--- config.mk ---
export PLATFORM = sky130hd
export DESIGN_NAME = logic_shift_bit_branch_exec
export DESIGN_NICKNAME = d
export VERILOG_FILES = /design/src/hdl/exec_pkg.sv /design/src/hdl/logic_shift_bit_branch_exec.sv
export SDC_FILE = /design/constraint.sdc
export NUM_CORES = 1
export LEC_CHECK = 0
export ABC_AREA = 1
export BUFFER_PORTS_ARGS = -buffer_cell sky130_fd_sc_hd__buf_2
export CAP_MARGIN = 20
export CORE_ASPECT_RATIO = 0.6
export CORE_MARGIN = 3
export CORE_UTILIZATION = 40
export CTS_CLUSTER_SIZE = 12
export DETAILED_ROUTE_END_ITERATION = 16
export HOLD_SLACK_MARGIN = 0.02
export MAX_ROUTING_LAYER = met4
export PLACE_DENSITY_LB_ADDON = 0.05
export SETUP_SLACK_MARGIN = 0.15
export SYNTH_ARGS = -nofsm -noshare
export SYNTH_HDL_FRONTEND = slang
export SYNTH_SLANG_ARGS = --single-unit
export TNS_END_PERCENT = 50
--- constraint.sdc ---
create_clock -name core_clk -period 2.2 [get_ports core_clk]
set_input_delay 0.22 -clock core_clk [delete_from_list [all_inputs] [get_ports core_clk]]
set_output_delay 0.22 -clock core_clk [all_outputs]
set_load 0.01 [all_outputs]
--- src/hdl/exec_pkg.sv ---
// Package for the logic/shift/bit/branch execution unit
package exec_pkg;
   localparam int DATA_W = 8;
   localparam int PC_W = 15;
   localparam int FADDR_W = 7;
   localparam int OFS_W = 9;
   localparam logic [PC_W-1:0] PC_RST = 15'h0000;
   localparam logic [DATA_W-1:0] W_RST = 8'h00;
   localparam logic [PC_W-1:0] PC_ONE = 15'h0001;
   localparam int MSB = 7;
   localparam int LSB = 0;
   localparam logic DEST_W = 1'b0;
   localparam logic DEST_F = 1'b1;

   typedef enum logic [2:0]
   {
      OP_NONE = 3'h0,
      AND_LITERAL_OP = 3'h1,
      AND_FILE_OP = 3'h2,
      ARITH_SHIFT_RIGHT_OP = 3'h3,
      BIT_CLEAR_OP = 3'h4,
      BIT_SET_OP = 3'h5,
      REL_BRANCH_LITERAL_OP = 3'h6,
      REL_BRANCH_WREG_OP = 3'h7
   } op_t;

   typedef enum logic [0:0]
   {
      ST_EXEC = 1'b0,
      ST_FLUSH = 1'b1
   } phase_t;

   // One decoded instruction as presented by the decoder
   typedef struct packed
   {
      op_t op;
      logic dest;
      logic [2:0] bit_sel;
      logic [FADDR_W-1:0] faddr;
      logic [OFS_W-1:0] offset;
      logic [DATA_W-1:0] literal;
   } instr_t;

   // File register write request
   typedef struct packed
   {
      logic we;
      logic [FADDR_W-1:0] addr;
      logic [DATA_W-1:0] data;
   } fwrite_t;

   typedef struct packed
   {
      phase_t phase;
      logic [PC_W-1:0] pc;
      logic [DATA_W-1:0] wreg;
      logic zero;
      logic carry;
      fwrite_t fwr;
      logic busy;
   } state_t;
endpackage

--- src/hdl/logic_shift_bit_branch_exec.sv ---
// Execution unit for AND, arithmetic shift, bit clear/set and relative branch
// How it works
// - literal AND into W, only Z changes
// - file AND, dest bit picks W or file
// - shift bits 7..1 down, bit0 to carry
// - shift keeps sign bit 7
// - shift result to W or file by dest
// - bit clear zeros one bit, no flags
// - bit set forces one bit, no flags
// - PC gets PC+1 plus signed 9-bit offset
// - PC gets PC+1 plus unsigned W
// - PC change takes two cycles, second NOP
`timescale 1ns/1ps
`default_nettype none
module logic_shift_bit_branch_exec
   import exec_pkg::*;
(
   input wire logic core_clk,
   input wire logic rst_n,
   input wire logic instr_valid,
   input wire exec_pkg::instr_t instr,
   input wire logic [exec_pkg::DATA_W-1:0] fdata,
   output logic instr_ready,
   output logic [exec_pkg::PC_W-1:0] pc,
   output logic [exec_pkg::DATA_W-1:0] wreg,
   output logic zero_flag,
   output logic carry_flag,
   output exec_pkg::fwrite_t fwrite,
   output logic nop_cycle
);
   import exec_pkg::*;

   // ------------------------------------------------------------
   // State
   // ------------------------------------------------------------
   state_t cur_ff;
   state_t nxt_cur;
   logic [DATA_W-1:0] res;
   logic [PC_W-1:0] pc_inc;

   assign pc_inc = cur_ff.pc + PC_ONE;

   always_comb
   begin
      nxt_cur = cur_ff;
      res = W_RST;
      nxt_cur.fwr.we = 1'b0;
      nxt_cur.busy = 1'b0;
      case (cur_ff.phase)
         ST_EXEC:
         begin
            if (instr_valid)
            begin
               nxt_cur.pc = pc_inc;
               case (instr.op)
                  AND_LITERAL_OP:
                  begin
                     res = cur_ff.wreg & instr.literal;
                     nxt_cur.wreg = res;
                     nxt_cur.zero = (res == W_RST);
                  end
                  AND_FILE_OP:
                  begin
                     res = cur_ff.wreg & fdata;
                     nxt_cur.zero = (res == W_RST);
                     if (instr.dest == DEST_W)
                        nxt_cur.wreg = res;
                     else
                        nxt_cur.fwr = '{we: 1'b1, addr: instr.faddr, data: res};
                  end
                  ARITH_SHIFT_RIGHT_OP:
                  begin
                     res = {fdata[MSB], fdata[MSB:LSB+1]};
                     nxt_cur.carry = fdata[LSB];
                     nxt_cur.zero = (res == W_RST);
                     if (instr.dest == DEST_W)
                        nxt_cur.wreg = res;
                     else
                        nxt_cur.fwr = '{we: 1'b1, addr: instr.faddr, data: res};
                  end
                  BIT_CLEAR_OP:
                  begin
                     res = fdata;
                     res[instr.bit_sel] = 1'b0;
                     nxt_cur.fwr = '{we: 1'b1, addr: instr.faddr, data: res};
                  end
                  BIT_SET_OP:
                  begin
                     res = fdata;
                     res[instr.bit_sel] = 1'b1;
                     nxt_cur.fwr = '{we: 1'b1, addr: instr.faddr, data: res};
                  end
                  REL_BRANCH_LITERAL_OP:
                  begin
                     nxt_cur.pc = PC_W'(pc_inc + {{(PC_W-OFS_W){instr.offset[OFS_W-1]}}, instr.offset});
                     nxt_cur.phase = ST_FLUSH;
                     nxt_cur.busy = 1'b1;
                  end
                  REL_BRANCH_WREG_OP:
                  begin
                     nxt_cur.pc = PC_W'(pc_inc + {{(PC_W-DATA_W){1'b0}}, cur_ff.wreg});
                     nxt_cur.phase = ST_FLUSH;
                     nxt_cur.busy = 1'b1;
                  end
                  default:
                  begin
                     nxt_cur.pc = pc_inc;
                  end
               endcase
            end
         end
         ST_FLUSH:
         begin
            nxt_cur.phase = ST_EXEC;
         end
         default:
         begin
            nxt_cur.phase = ST_EXEC;
         end
      endcase
   end

   always_ff @(posedge core_clk or negedge rst_n)
   begin
      if (!rst_n)
      begin
         cur_ff <= '{phase: ST_EXEC, pc: PC_RST, wreg: W_RST, zero: 1'b0, carry: 1'b0,
                     fwr: '{we: 1'b0, addr: '0, data: W_RST}, busy: 1'b0};
      end
      else
      begin
         cur_ff <= nxt_cur;
      end
   end

   // ------------------------------------------------------------
   // Outputs
   // ------------------------------------------------------------
   // Decoder must hold the fetched word during the flush cycle
   assign instr_ready = (cur_ff.phase == ST_EXEC);
   // Busy is set only by a taken branch, so it marks the flush cycle
   assign nop_cycle = cur_ff.busy;
   assign pc = cur_ff.pc;
   assign wreg = cur_ff.wreg;
   assign zero_flag = cur_ff.zero;
   assign carry_flag = cur_ff.carry;
   assign fwrite = cur_ff.fwr;

   // ------------------------------------------------------------
   // Checks
   // ------------------------------------------------------------
   logic take;
   assign take = instr_valid && instr_ready;

   property p_and_lit;
      @(posedge core_clk) disable iff (!rst_n)
      take && instr.op == AND_LITERAL_OP |=> wreg == ($past(wreg) & $past(instr.literal))
         && carry_flag == $past(carry_flag) && !fwrite.we;
   endproperty
   a_and_lit: assert property (p_and_lit) else $error("literal AND wrong");

   property p_and_file;
      @(posedge core_clk) disable iff (!rst_n)
      take && instr.op == AND_FILE_OP && instr.dest == DEST_F |=>
         fwrite.we && fwrite.data == ($past(wreg) & $past(fdata)) && wreg == $past(wreg);
   endproperty
   a_and_file: assert property (p_and_file) else $error("file AND wrong");

   property p_shift_carry;
      @(posedge core_clk) disable iff (!rst_n)
      take && instr.op == ARITH_SHIFT_RIGHT_OP |=> carry_flag == $past(fdata[LSB]);
   endproperty
   a_shift_carry: assert property (p_shift_carry) else $error("shift carry wrong");

   property p_shift_sign;
      @(posedge core_clk) disable iff (!rst_n)
      take && instr.op == ARITH_SHIFT_RIGHT_OP && instr.dest == DEST_W |=>
         wreg[MSB] == $past(fdata[MSB]) && wreg[MSB-1:LSB] == $past(fdata[MSB:LSB+1]);
   endproperty
   a_shift_sign: assert property (p_shift_sign) else $error("shift sign lost");

   property p_shift_dest;
      @(posedge core_clk) disable iff (!rst_n)
      take && instr.op == ARITH_SHIFT_RIGHT_OP |=> fwrite.we == $past(instr.dest);
   endproperty
   a_shift_dest: assert property (p_shift_dest) else $error("shift dest wrong");

   property p_bclr;
      @(posedge core_clk) disable iff (!rst_n)
      take && instr.op == BIT_CLEAR_OP |=> fwrite.we && fwrite.addr == $past(instr.faddr)
         && fwrite.data == ($past(fdata) & ~(8'h01 << $past(instr.bit_sel)))
         && $stable(zero_flag) && $stable(carry_flag);
   endproperty
   a_bclr: assert property (p_bclr) else $error("bit clear wrong");

   property p_bset;
      @(posedge core_clk) disable iff (!rst_n)
      take && instr.op == BIT_SET_OP |=> fwrite.we && fwrite.addr == $past(instr.faddr)
         && fwrite.data == ($past(fdata) | (8'h01 << $past(instr.bit_sel)))
         && $stable(zero_flag) && $stable(carry_flag);
   endproperty
   a_bset: assert property (p_bset) else $error("bit set wrong");

   property p_bra;
      @(posedge core_clk) disable iff (!rst_n)
      take && instr.op == REL_BRANCH_LITERAL_OP |=> pc == PC_W'($past(pc) + PC_ONE
         + {{(PC_W-OFS_W){$past(instr.offset[OFS_W-1])}}, $past(instr.offset)});
   endproperty
   a_bra: assert property (p_bra) else $error("literal branch target wrong");

   property p_brw;
      @(posedge core_clk) disable iff (!rst_n)
      take && instr.op == REL_BRANCH_WREG_OP |=> pc == PC_W'($past(pc) + PC_ONE
         + {{(PC_W-DATA_W){1'b0}}, $past(wreg)});
   endproperty
   a_brw: assert property (p_brw) else $error("W branch target wrong");

   property p_two_cycle;
      @(posedge core_clk) disable iff (!rst_n)
      take && (instr.op == REL_BRANCH_LITERAL_OP || instr.op == REL_BRANCH_WREG_OP) |=>
         nop_cycle && !instr_ready ##1 instr_ready && $stable(pc) && $stable(wreg);
   endproperty
   a_two_cycle: assert property (p_two_cycle) else $error("branch not two cycles");

   property p_zero;
      @(posedge core_clk) disable iff (!rst_n)
      take && instr.op == AND_LITERAL_OP |=> zero_flag == (wreg == W_RST);
   endproperty
   a_zero: assert property (p_zero) else $error("zero flag wrong");
endmodule
`default_nettype wire
=== Word level (Yosys, flattened, before mapping) ===
Cells that the tools add are included.

* Reduce and logical (&&, ||, !) cells: 12
* Add/sub/neg operators: 3
* Magnitude comparators: 2
* Eq/ne operators: 11
* Muxes and demuxes: 14
* Bitwise gates (word level): 6

{| class="wikitable"
|+ Operator list
! cell !! count
|-
| $pmux W16 S4 || 1
|-
| $mux W43 || 1
|-
| $mux W16 || 2
|-
| $pmux W15 S2 || 1
|-
| $pmux W9 S3 || 1
|-
| $and A8 B8 Y8 || 3
|-
| $logic_not A8 Y1 || 3
|-
| $mux W17 || 1
|-
| $mux W8 || 2
|-
| $add A15 B1 Y15 const B || 1
|-
| $add A15 B15 Y15 || 1
|-
| $add A15 B8 Y15 || 1
|-
| $eq A3 B3 Y1 const B || 4
|-
| $reduce_and A5 Y1 || 2
|-
| $ne A2 B2 Y1 const B || 4
|-
| $not A8 Y8 || 1
|-
| $or A8 B8 Y8 || 1
|-
| $eq A3 B2 Y1 const B || 2
|-
| $reduce_and A3 Y1 || 2
|-
| $lt A3 B4 Y1 const B || 1
|-
| $reduce_bool A4 Y1 || 1
|-
| $demux W1 S3 || 1
|-
| $eq A3 B1 Y1 const B || 1
|-
| $ge A3 B1 Y1 const B || 1
|-
| 7 further kinds || 9
|}

* Output and inout port bits: 43
* Logic and storage cells: 57
* Bits in registers: 43

=== Longest topological paths before layout ===
Gate-level depths: netlist (run 1).

* Depth after elaboration: 9
* Gate-level depth with buffers: 19

=== Worst setup path before layout (run 1) ===
No wires, ideal clock.

* Path kind: register -> register
* Start: reg cur_ff (netlist bit pc[0])
* End: reg cur_ff (netlist bit pc[14])
* Clock period less this slack: 2.251 ns
* Arrival: 2.174 ns
* Required time: 2.123 ns
* Stages on the path, launching flop included: 17
* Path buffers: 0
* Slack: -0.051 ns
* Cells stage by stage: dfrtp_1 > ha_1 > nand3_1 > nor2_1 > nand2_1 > xor2_1 > inv_1 > ha_1 > nand2_1 > nor2_1 > and2_1 > nand2_1 > nand2_1 > inv_1 > nand2_1 > nand3_1 > a21oi_1

* Cells in the longest elaborated chain, start to end: 3
* Elaborated cells on any way between the ends: 4

{| class="wikitable"
|+ RTL lines
! element !! RTL line !! source
|-
| start: declaration || logic_shift_bit_branch_exec.sv:36 || <nowiki>state_t cur_ff;</nowiki>
|-
| start signal: assignment || logic_shift_bit_branch_exec.sv:127 || <nowiki>cur_ff <= '{phase: ST_EXEC, pc: PC_RST, wreg: W_RST, zero: 1'b0, carry: 1'b0,</nowiki>
|-
| start signal: assignment || logic_shift_bit_branch_exec.sv:132 || <nowiki>cur_ff <= nxt_cur;</nowiki>
|-
| $add A15 B1 Y15 * || logic_shift_bit_branch_exec.sv:41 || <nowiki>assign pc_inc = cur_ff.pc + PC_ONE;</nowiki>
|-
| $add A15 B8 Y15 or $add A15 B15 Y15 (tied branches) || logic_shift_bit_branch_exec.sv:101, logic_shift_bit_branch_exec.sv:95 ||
|-
| $pmux W15 S2 * || logic_shift_bit_branch_exec.sv:55 || <nowiki>case (instr.op)</nowiki>
|}

Every way passes the cells marked *; elsewhere a longest branch is shown, timed or not.
A chain may end at the register's enable or synchronous reset.

=== Worst setup path after layout (run 1) ===
* Start: reg cur_ff (netlist bit pc[2])
* End: reg cur_ff (netlist bit pc[12])

The elaborated chain is that of the path after synthesis.

==> results of run 1 <==
-- layer usage --
layer | wire, µm | track usage, % | vias to the layer above
li1 | - | - | 2033
met3 | 976 | 4.70 | 11
met2 | 5060 | 35.5 | 162
met5 | 0 | - | -
met1 | 6960 | 43.8 | 1959
met4 | 100 | 3.64 | 0
-- flip-flops by register name, indices dropped and copies added (netlist names) --
| signal | count |
|---|---|
| pc | 15 |
| zero_flag | 1 |
| fwrite | 16 |
| carry_flag | 1 |
| wreg | 8 |
| nop_cycle | 1 |
-- cells by family (layout without fill, tap and decap cells) --
| family | Yosys count | in the layout | synth area share (%) |
|---|---|---|---|
| compound gates | 103 | 103 | 17.5 |
| xor+xnor | 14 | 14 | 3.47 |
| fa+ha+maj | 23 | 23 | 8.35 |
| buf+inv | 91 | 254 | 10.2 |
| flops | 42 | 42 | 29.7 |
| simple gates | 251 | 251 | 30.8 |
-- what timing repair did --
| action | CTS | global route |
|---|---|---|
| setup endpoints to repair | 12 | 12 |
| gates resized for setup | 64 | 35 |
| hold endpoints to repair | 21 | 0 |
| setup buffers | 3 | 8 |
| pin swaps | 32 | 24 |
| hold buffers | 1 | 0 |
-- critical path: cells and delay by family (launching register included) --
family                   cells  cell delay, ns
AND/OR/NAND/NOR             11            1.16
flip-flops                   1            0.43
adder cells (fa/ha/maj)      1            0.24
buffers and inverters        3            0.37
AO/OA/AOI/OAI                2            0.27
-- final timing paths --
path	to	start	cells past startpoint	slack, ns
worst min register to register	fwrite[12]	fwrite[12]	2	0.48
worst max register to register	pc[12]	pc[2]	17	-0.38
worst max-delay path	pc[12]	pc[2]	17	-0.38
worst min-delay path	fwrite[8]	instr[17]	3	0.17
max in group asynchronous	pc[0]	rst_n	3	1.21
min in group asynchronous	fwrite[8]	rst_n	2	0.46
-- through the flow --
stage	area (µm²)	hold WS [ns]	instances
detailed placement	4690	0.248	775
floorplan	3660	-0.0756	524
finish	5420	0.167	795
global route	5420	0.189	795
CTS	5230	0.161	787
global placement	4690	0.240	775
-- cell usage in the layout (no fill, tap or decap), types with 6 or more instances in the layout --
cell type	n
a21oi_1	10
a21oi_2	6
buf_2	84
buf_4	75
dfrtp_1	38
ha_1	7
ha_4	14
inv_1	70
inv_2	12
nand2_1	131
nand2_2	18
nand3_1	22
nand3_2	8
nand4_1	6
nor2_1	22
nor2_2	10
nor2_4	7
nor3_1	11
o211ai_1	13
o21ai_0	39
o21ai_1	8
-- cell type report --
class	count	area, µm²	area share, %
Tap cell	108	135	2.49
Clock buffer	5	125	2.31
Timing Repair Buffer	164	1050	19.3
Inverter	82	308	5.67
Sequential cell	42	1060	19.5
Multi-Input combinational cell	391	2700	49.9
Clock inverter	3	48.8	0.900
-- power by group --
group          total, W  switching, W  internal [W]
Combinational   0.00360       0.00194       0.00166
Clock          0.000906      0.000361      0.000545
Sequential      0.00115      0.000179      0.000968
==> impl_results.md, run 1 <==
- CP Capture Type: flip-flop
- PwrDens: about 1000 mW/mm²
- Io pins: 85
- CP cell instances: nand3_4 > nor2_4 > inv_2 > nor2_4 > buf_4 > nand4_1 > nand2_2 > ha_4 > a21oi_4 > nor2_1 > nor2_1 > nand3_2 > nor2_1 > o21ai_1 > buf_4 > nand2_1 > nand2_1
- Max Slew Vio Count: 0
- Post-synth top cells: nand2_1, inv_1, o21ai_0
- Max Cap Viol: 0
- Fin util: between 60% and 70%
- Tot Pwr: between 0.005 and 0.006 W
- DIE HEIGHT: about 79 µm
- Top FF cell, synth: dfrtp_1
- Initial antenna violation count: 0
- Worst-path clk slew: 0.07 ns
- DRC: 0
- Number of global-route vias before repair: 3,926
- Startpoint Class: flip-flop
- Worst Tran Pin Value: roughly 0.57 ns
- WS Path Type: flip-flop to flip-flop
- WP data required: between 2 and 2.5 ns
- Die X: between 100 and 150 µm
- Clock skew: 0.00460 ns
- Most frequent cell after synthesis: nand2_1
- Status: complete, but fails checks
- Crit-path slowest cell: dfrtp_2
- Rows: 25
- Failing checks: negative setup slack
- Ranking of synthesized cells by area: dfrtp_1, nand2_1, inv_1, ha_1, o21ai_0
- Final nets: between 700 and 800
- Cell mode on critical path: nor2_1
- Largest net degree at the start of global routing: 23
- Synth Instances: 524
- Setup ws final: -0.384 ns
- H-tree depth: 2
- Synth Warn #: 0
- Final setup fails: 12
- EDFF count, synth: 0
- GP Congestion: 0.914
- Initial drt markers: 275
- Total number of vias: about 4.2k
- Final-report hold violation count: 0
- Sum Neg Setup Slack: -3.24 ns
- TritonCTS buffer count: 5
- Max Freq: slightly below 400 MHz
- GRT overflow: 0
- Slowest stage delay, CP: 0.43 ns
- Area Overhead vs Synth: 53.4%
- Cell taking the most area after synthesis: dfrtp_1
- Worst hold path type: input port to flip-flop
- GRT Util Overall: a little over a quarter
- Clk_lat worst skew: ~0.29 ns
- Diode count: 0
- Post-route ant nets: 0
- Slew HR: about three fifths
- Mapped cell area: between 0.003 and 0.004 mm²
- Worst slack, placed: -0.423 ns
- Clock sink count: 42
- Async SR Flop Fraction: between 90% and 100%
- Layout cells sized above 1: between 40% and 50%
- Avg WL per Cell: between 15 and 20 µm
- Initial core utilization: between 40% and 50%
- Die area: approximately 0.01 mm²
- DR vias/cell: about 5.2
- CTS tree: yes
- DP Wirelength: roughly 10000 µm
- DR pass1 iterations: 5
- Leak pwr: between 2 and 3 nW
- Synth top area share: between 20% and 30%
- Clock root cell: clkbuf_16
- Clock Path Buffers: 2
- Max VDD drop: between 600 and 700 µV
- Core area: around 0.0082 mm²
- Syn_nets: 589
- Syn_area_per_cell: ~6.7 µm²
- Worst Path Max Fanout: 5
- DRT Wirelength: approximately 13,000 µm
- I/O Buffers: 84
- First-pass GRT wire length: 21,000 µm
- Period utilization: 117%
- RSZ-0062 raised after global routing: true
- Min cycle time layout: roughly 2.6 ns
- CP Data Arrival Time: between 2 and 3 ns
- # fillers: about 720
- Synth cell types: 38
- Register bit count reported by yosys: 42
- Register area share after synthesis: a little under 30%
(Power assumes the default switching activity.)
==> run 2, diff against run 1 <==
--- a/config.mk
+++ b/config.mk
@@ -16,8 +16,8 @@
 export HOLD_SLACK_MARGIN = 0.02
 export MAX_ROUTING_LAYER = met4
 export PLACE_DENSITY_LB_ADDON = 0.05
+export REMOVE_ABC_BUFFERS = 1
 export SETUP_SLACK_MARGIN = 0.15
 export SYNTH_ARGS = -nofsm -noshare
 export SYNTH_HDL_FRONTEND = slang
 export SYNTH_SLANG_ARGS = --single-unit
-export TNS_END_PERCENT = 50
==> impl_results.md, run 2 (synthesized netlist as in run 1, its figures left out) <==
- Slew HR: ~55%
- Period utilization: 119%
- CP Capture Type: flip-flop
- Failing checks: negative setup slack
- Diode count: 0
- DRT Wirelength: 14,100 µm
- Die X: around 130 µm
- Final-report hold violation count: 0
- GP Congestion: between 1 and 1.5
- Most frequent cells in the layout: nand2_1, buf_4, buf_2
- Final setup fails: 12
- Clk_lat worst skew: 0.29 ns
- WS Path Type: flip-flop to flip-flop
- Worst hold path type: input port to flip-flop
- Setup ws final: -0.424 ns
- Leak pwr: 2.80 nW
- Switch share: between 40% and 50%
- Max VDD drop: 451 µV
- Final nets: approximately 770
- CP Data Arrival Time: approximately 2.8 ns
- Initial core utilization: 43.0%
- Fin util: roughly two thirds
- Rows: 25
- Clock root cell: clkbuf_16
- Max Cap Viol: 0
- Max FFs per register: 16
- Most common cell after layout, fill and taps aside: nand2_1
- H-tree depth: 2
- Post-route ant nets: 0
- I/O Buffers: 84
- Worst-path clk slew: approximately 0.060 ns
- Min cycle time layout: between 2 and 3 ns
- Clock power share: between 10% and 20%
- Highest metal used: met4
- Number of global-route vias before repair: about 4.1k
- Clock sink count: 42
- Clock skew: between 0.003 and 0.004 ns
- Pint: 0.00329 W
- DR WL met2: 5720 µm
- Avg WL per Cell: 17.5 µm
- DP Wirelength: between 9000 and 10,000 µm
- Status: complete, but fails checks
- Worst Path Max Fanout: 4
- Register share of total power: 18.8%
- Total number of vias: 4,342
- DR pass1 iterations: 5
- Initial antenna violation count: 0
- GRT overflow: 0
- Io pins: between 80 and 90
- Area Overhead vs Synth: 58.5%
- Die area: approximately 0.010 mm²
- DIE HEIGHT: approximately 80 µm
- # fillers: ~680
- Startpoint Class: flip-flop
- Largest net degree at the start of global routing: 26
- CTS tree: yes
- Max Slew Vio Count: 0
- Hold slack: between 0.15 and 0.2 ns
- Max Freq: between 300 and 400 MHz
- TritonCTS buffer count: 5
- Worst Tran Pin Value: between 0.6 and 0.7 ns
- WL met1: about 6800 µm
- RSZ-0062 raised after global routing: true
- PwrDens: approximately 1100 mW/mm²
- Psw: ~0.0026 W
- DR vias/cell: 5.37
- Core area: just over 0.008 mm²
- Met3 WL post-DR: approximately 1500 µm
- DRC: 0
- First-pass GRT wire length: about 22,000 µm
- Clock Path Buffers: 2
- WP data required: between 2 and 2.5 ns
- Layout cells sized above 1: about 45%
- GRT Util Overall: 28.0%
- Initial drt markers: 507
- Combinational group share of total power: ~67%
## run 2: power by group through the flow
stage                     logic [W]  registers [W]  clock network [W]
after detailed placement    0.00271        0.00111                  0
after CTS                   0.00344        0.00110           0.000870
after floorplan             0.00125        0.00124                  0
final                       0.00396        0.00111           0.000854
after global routing        0.00424        0.00114           0.000898
after global placement      0.00268        0.00110                  0
## run 2: worst max-delay path: stages, from the launching register on
cell and delay (ns):
dfrtp_1 0.41, ha_2 0.20, nand3_2 0.10, nor2_4 0.17, nand2_2 0.09, xor2_2 0.23, inv_2 0.09, buf_6 0.13
ha_4 0.15, nand2_1 0.08, nand2_2 0.08, buf_4 0.13, nand2_1 0.04, nand2_1 0.06, a21oi_2 0.13, nand2_2 0.11
nand3_2 0.10, nand3_2 0.09, a21oi_2 0.15
## run 2: worst paths after layout
check | startpoint | slack (ns) | cells past startpoint | endpoint
worst min-delay path | instr[18] | 0.18 | 3 | fwrite[9]
worst min register to register | fwrite[9] | 0.48 | 2 | fwrite[9]
worst max-delay path | pc[0] | -0.42 | 18 | pc[14]
min in group asynchronous | rst_n | 0.40 | 2 | fwrite[9]
worst max register to register | pc[0] | -0.42 | 18 | pc[14]
max in group asynchronous | rst_n | 1.06 | 3 | pc[1]
## run 2: repair_timing
action | CTS | global route
gates resized for setup | 103 | 51
endpoints found under the setup margin | 13 | 13
setup buffers | 9 | 6
endpoints found under the hold margin | 17 | 0
pin swaps | 29 | 38
hold buffers | 1 | 0
## run 2: layout make-up
class                           count  area, µm²  share of cell area, %
Multi-Input combinational cell    391       2790                   49.7
Sequential cell                    42       1050                   18.8
Clock buffer                        6        129                   2.30
Clock inverter                      2       37.5                  0.670
Timing Repair Buffer              178       1150                   20.6
Inverter                           82        308                   5.49
Tap cell                          108        135                   2.41
## run 2: metrics by stage
stage               cell area [µm²]  setup TNS (ns)  instances  worst slack, ns  total power, W
floorplan                      3480          -0.239        515          -0.0513         0.00248
CTS                            5360           -1.77        803           -0.268         0.00541
finish                         5600           -3.13        809           -0.424         0.00593
global placement               4630           -3.42        785           -0.362         0.00379
detailed placement             4630           -3.62        785           -0.368         0.00382
global route                   5600           -4.48        809           -0.521         0.00627
## run 2: routing by layer
layer,GRT usage [%],vias up
met3,6.59,21
li1,-,2057
met4,4.28,0
met5,-,-
met1,41.7,2003
met2,39.2,261
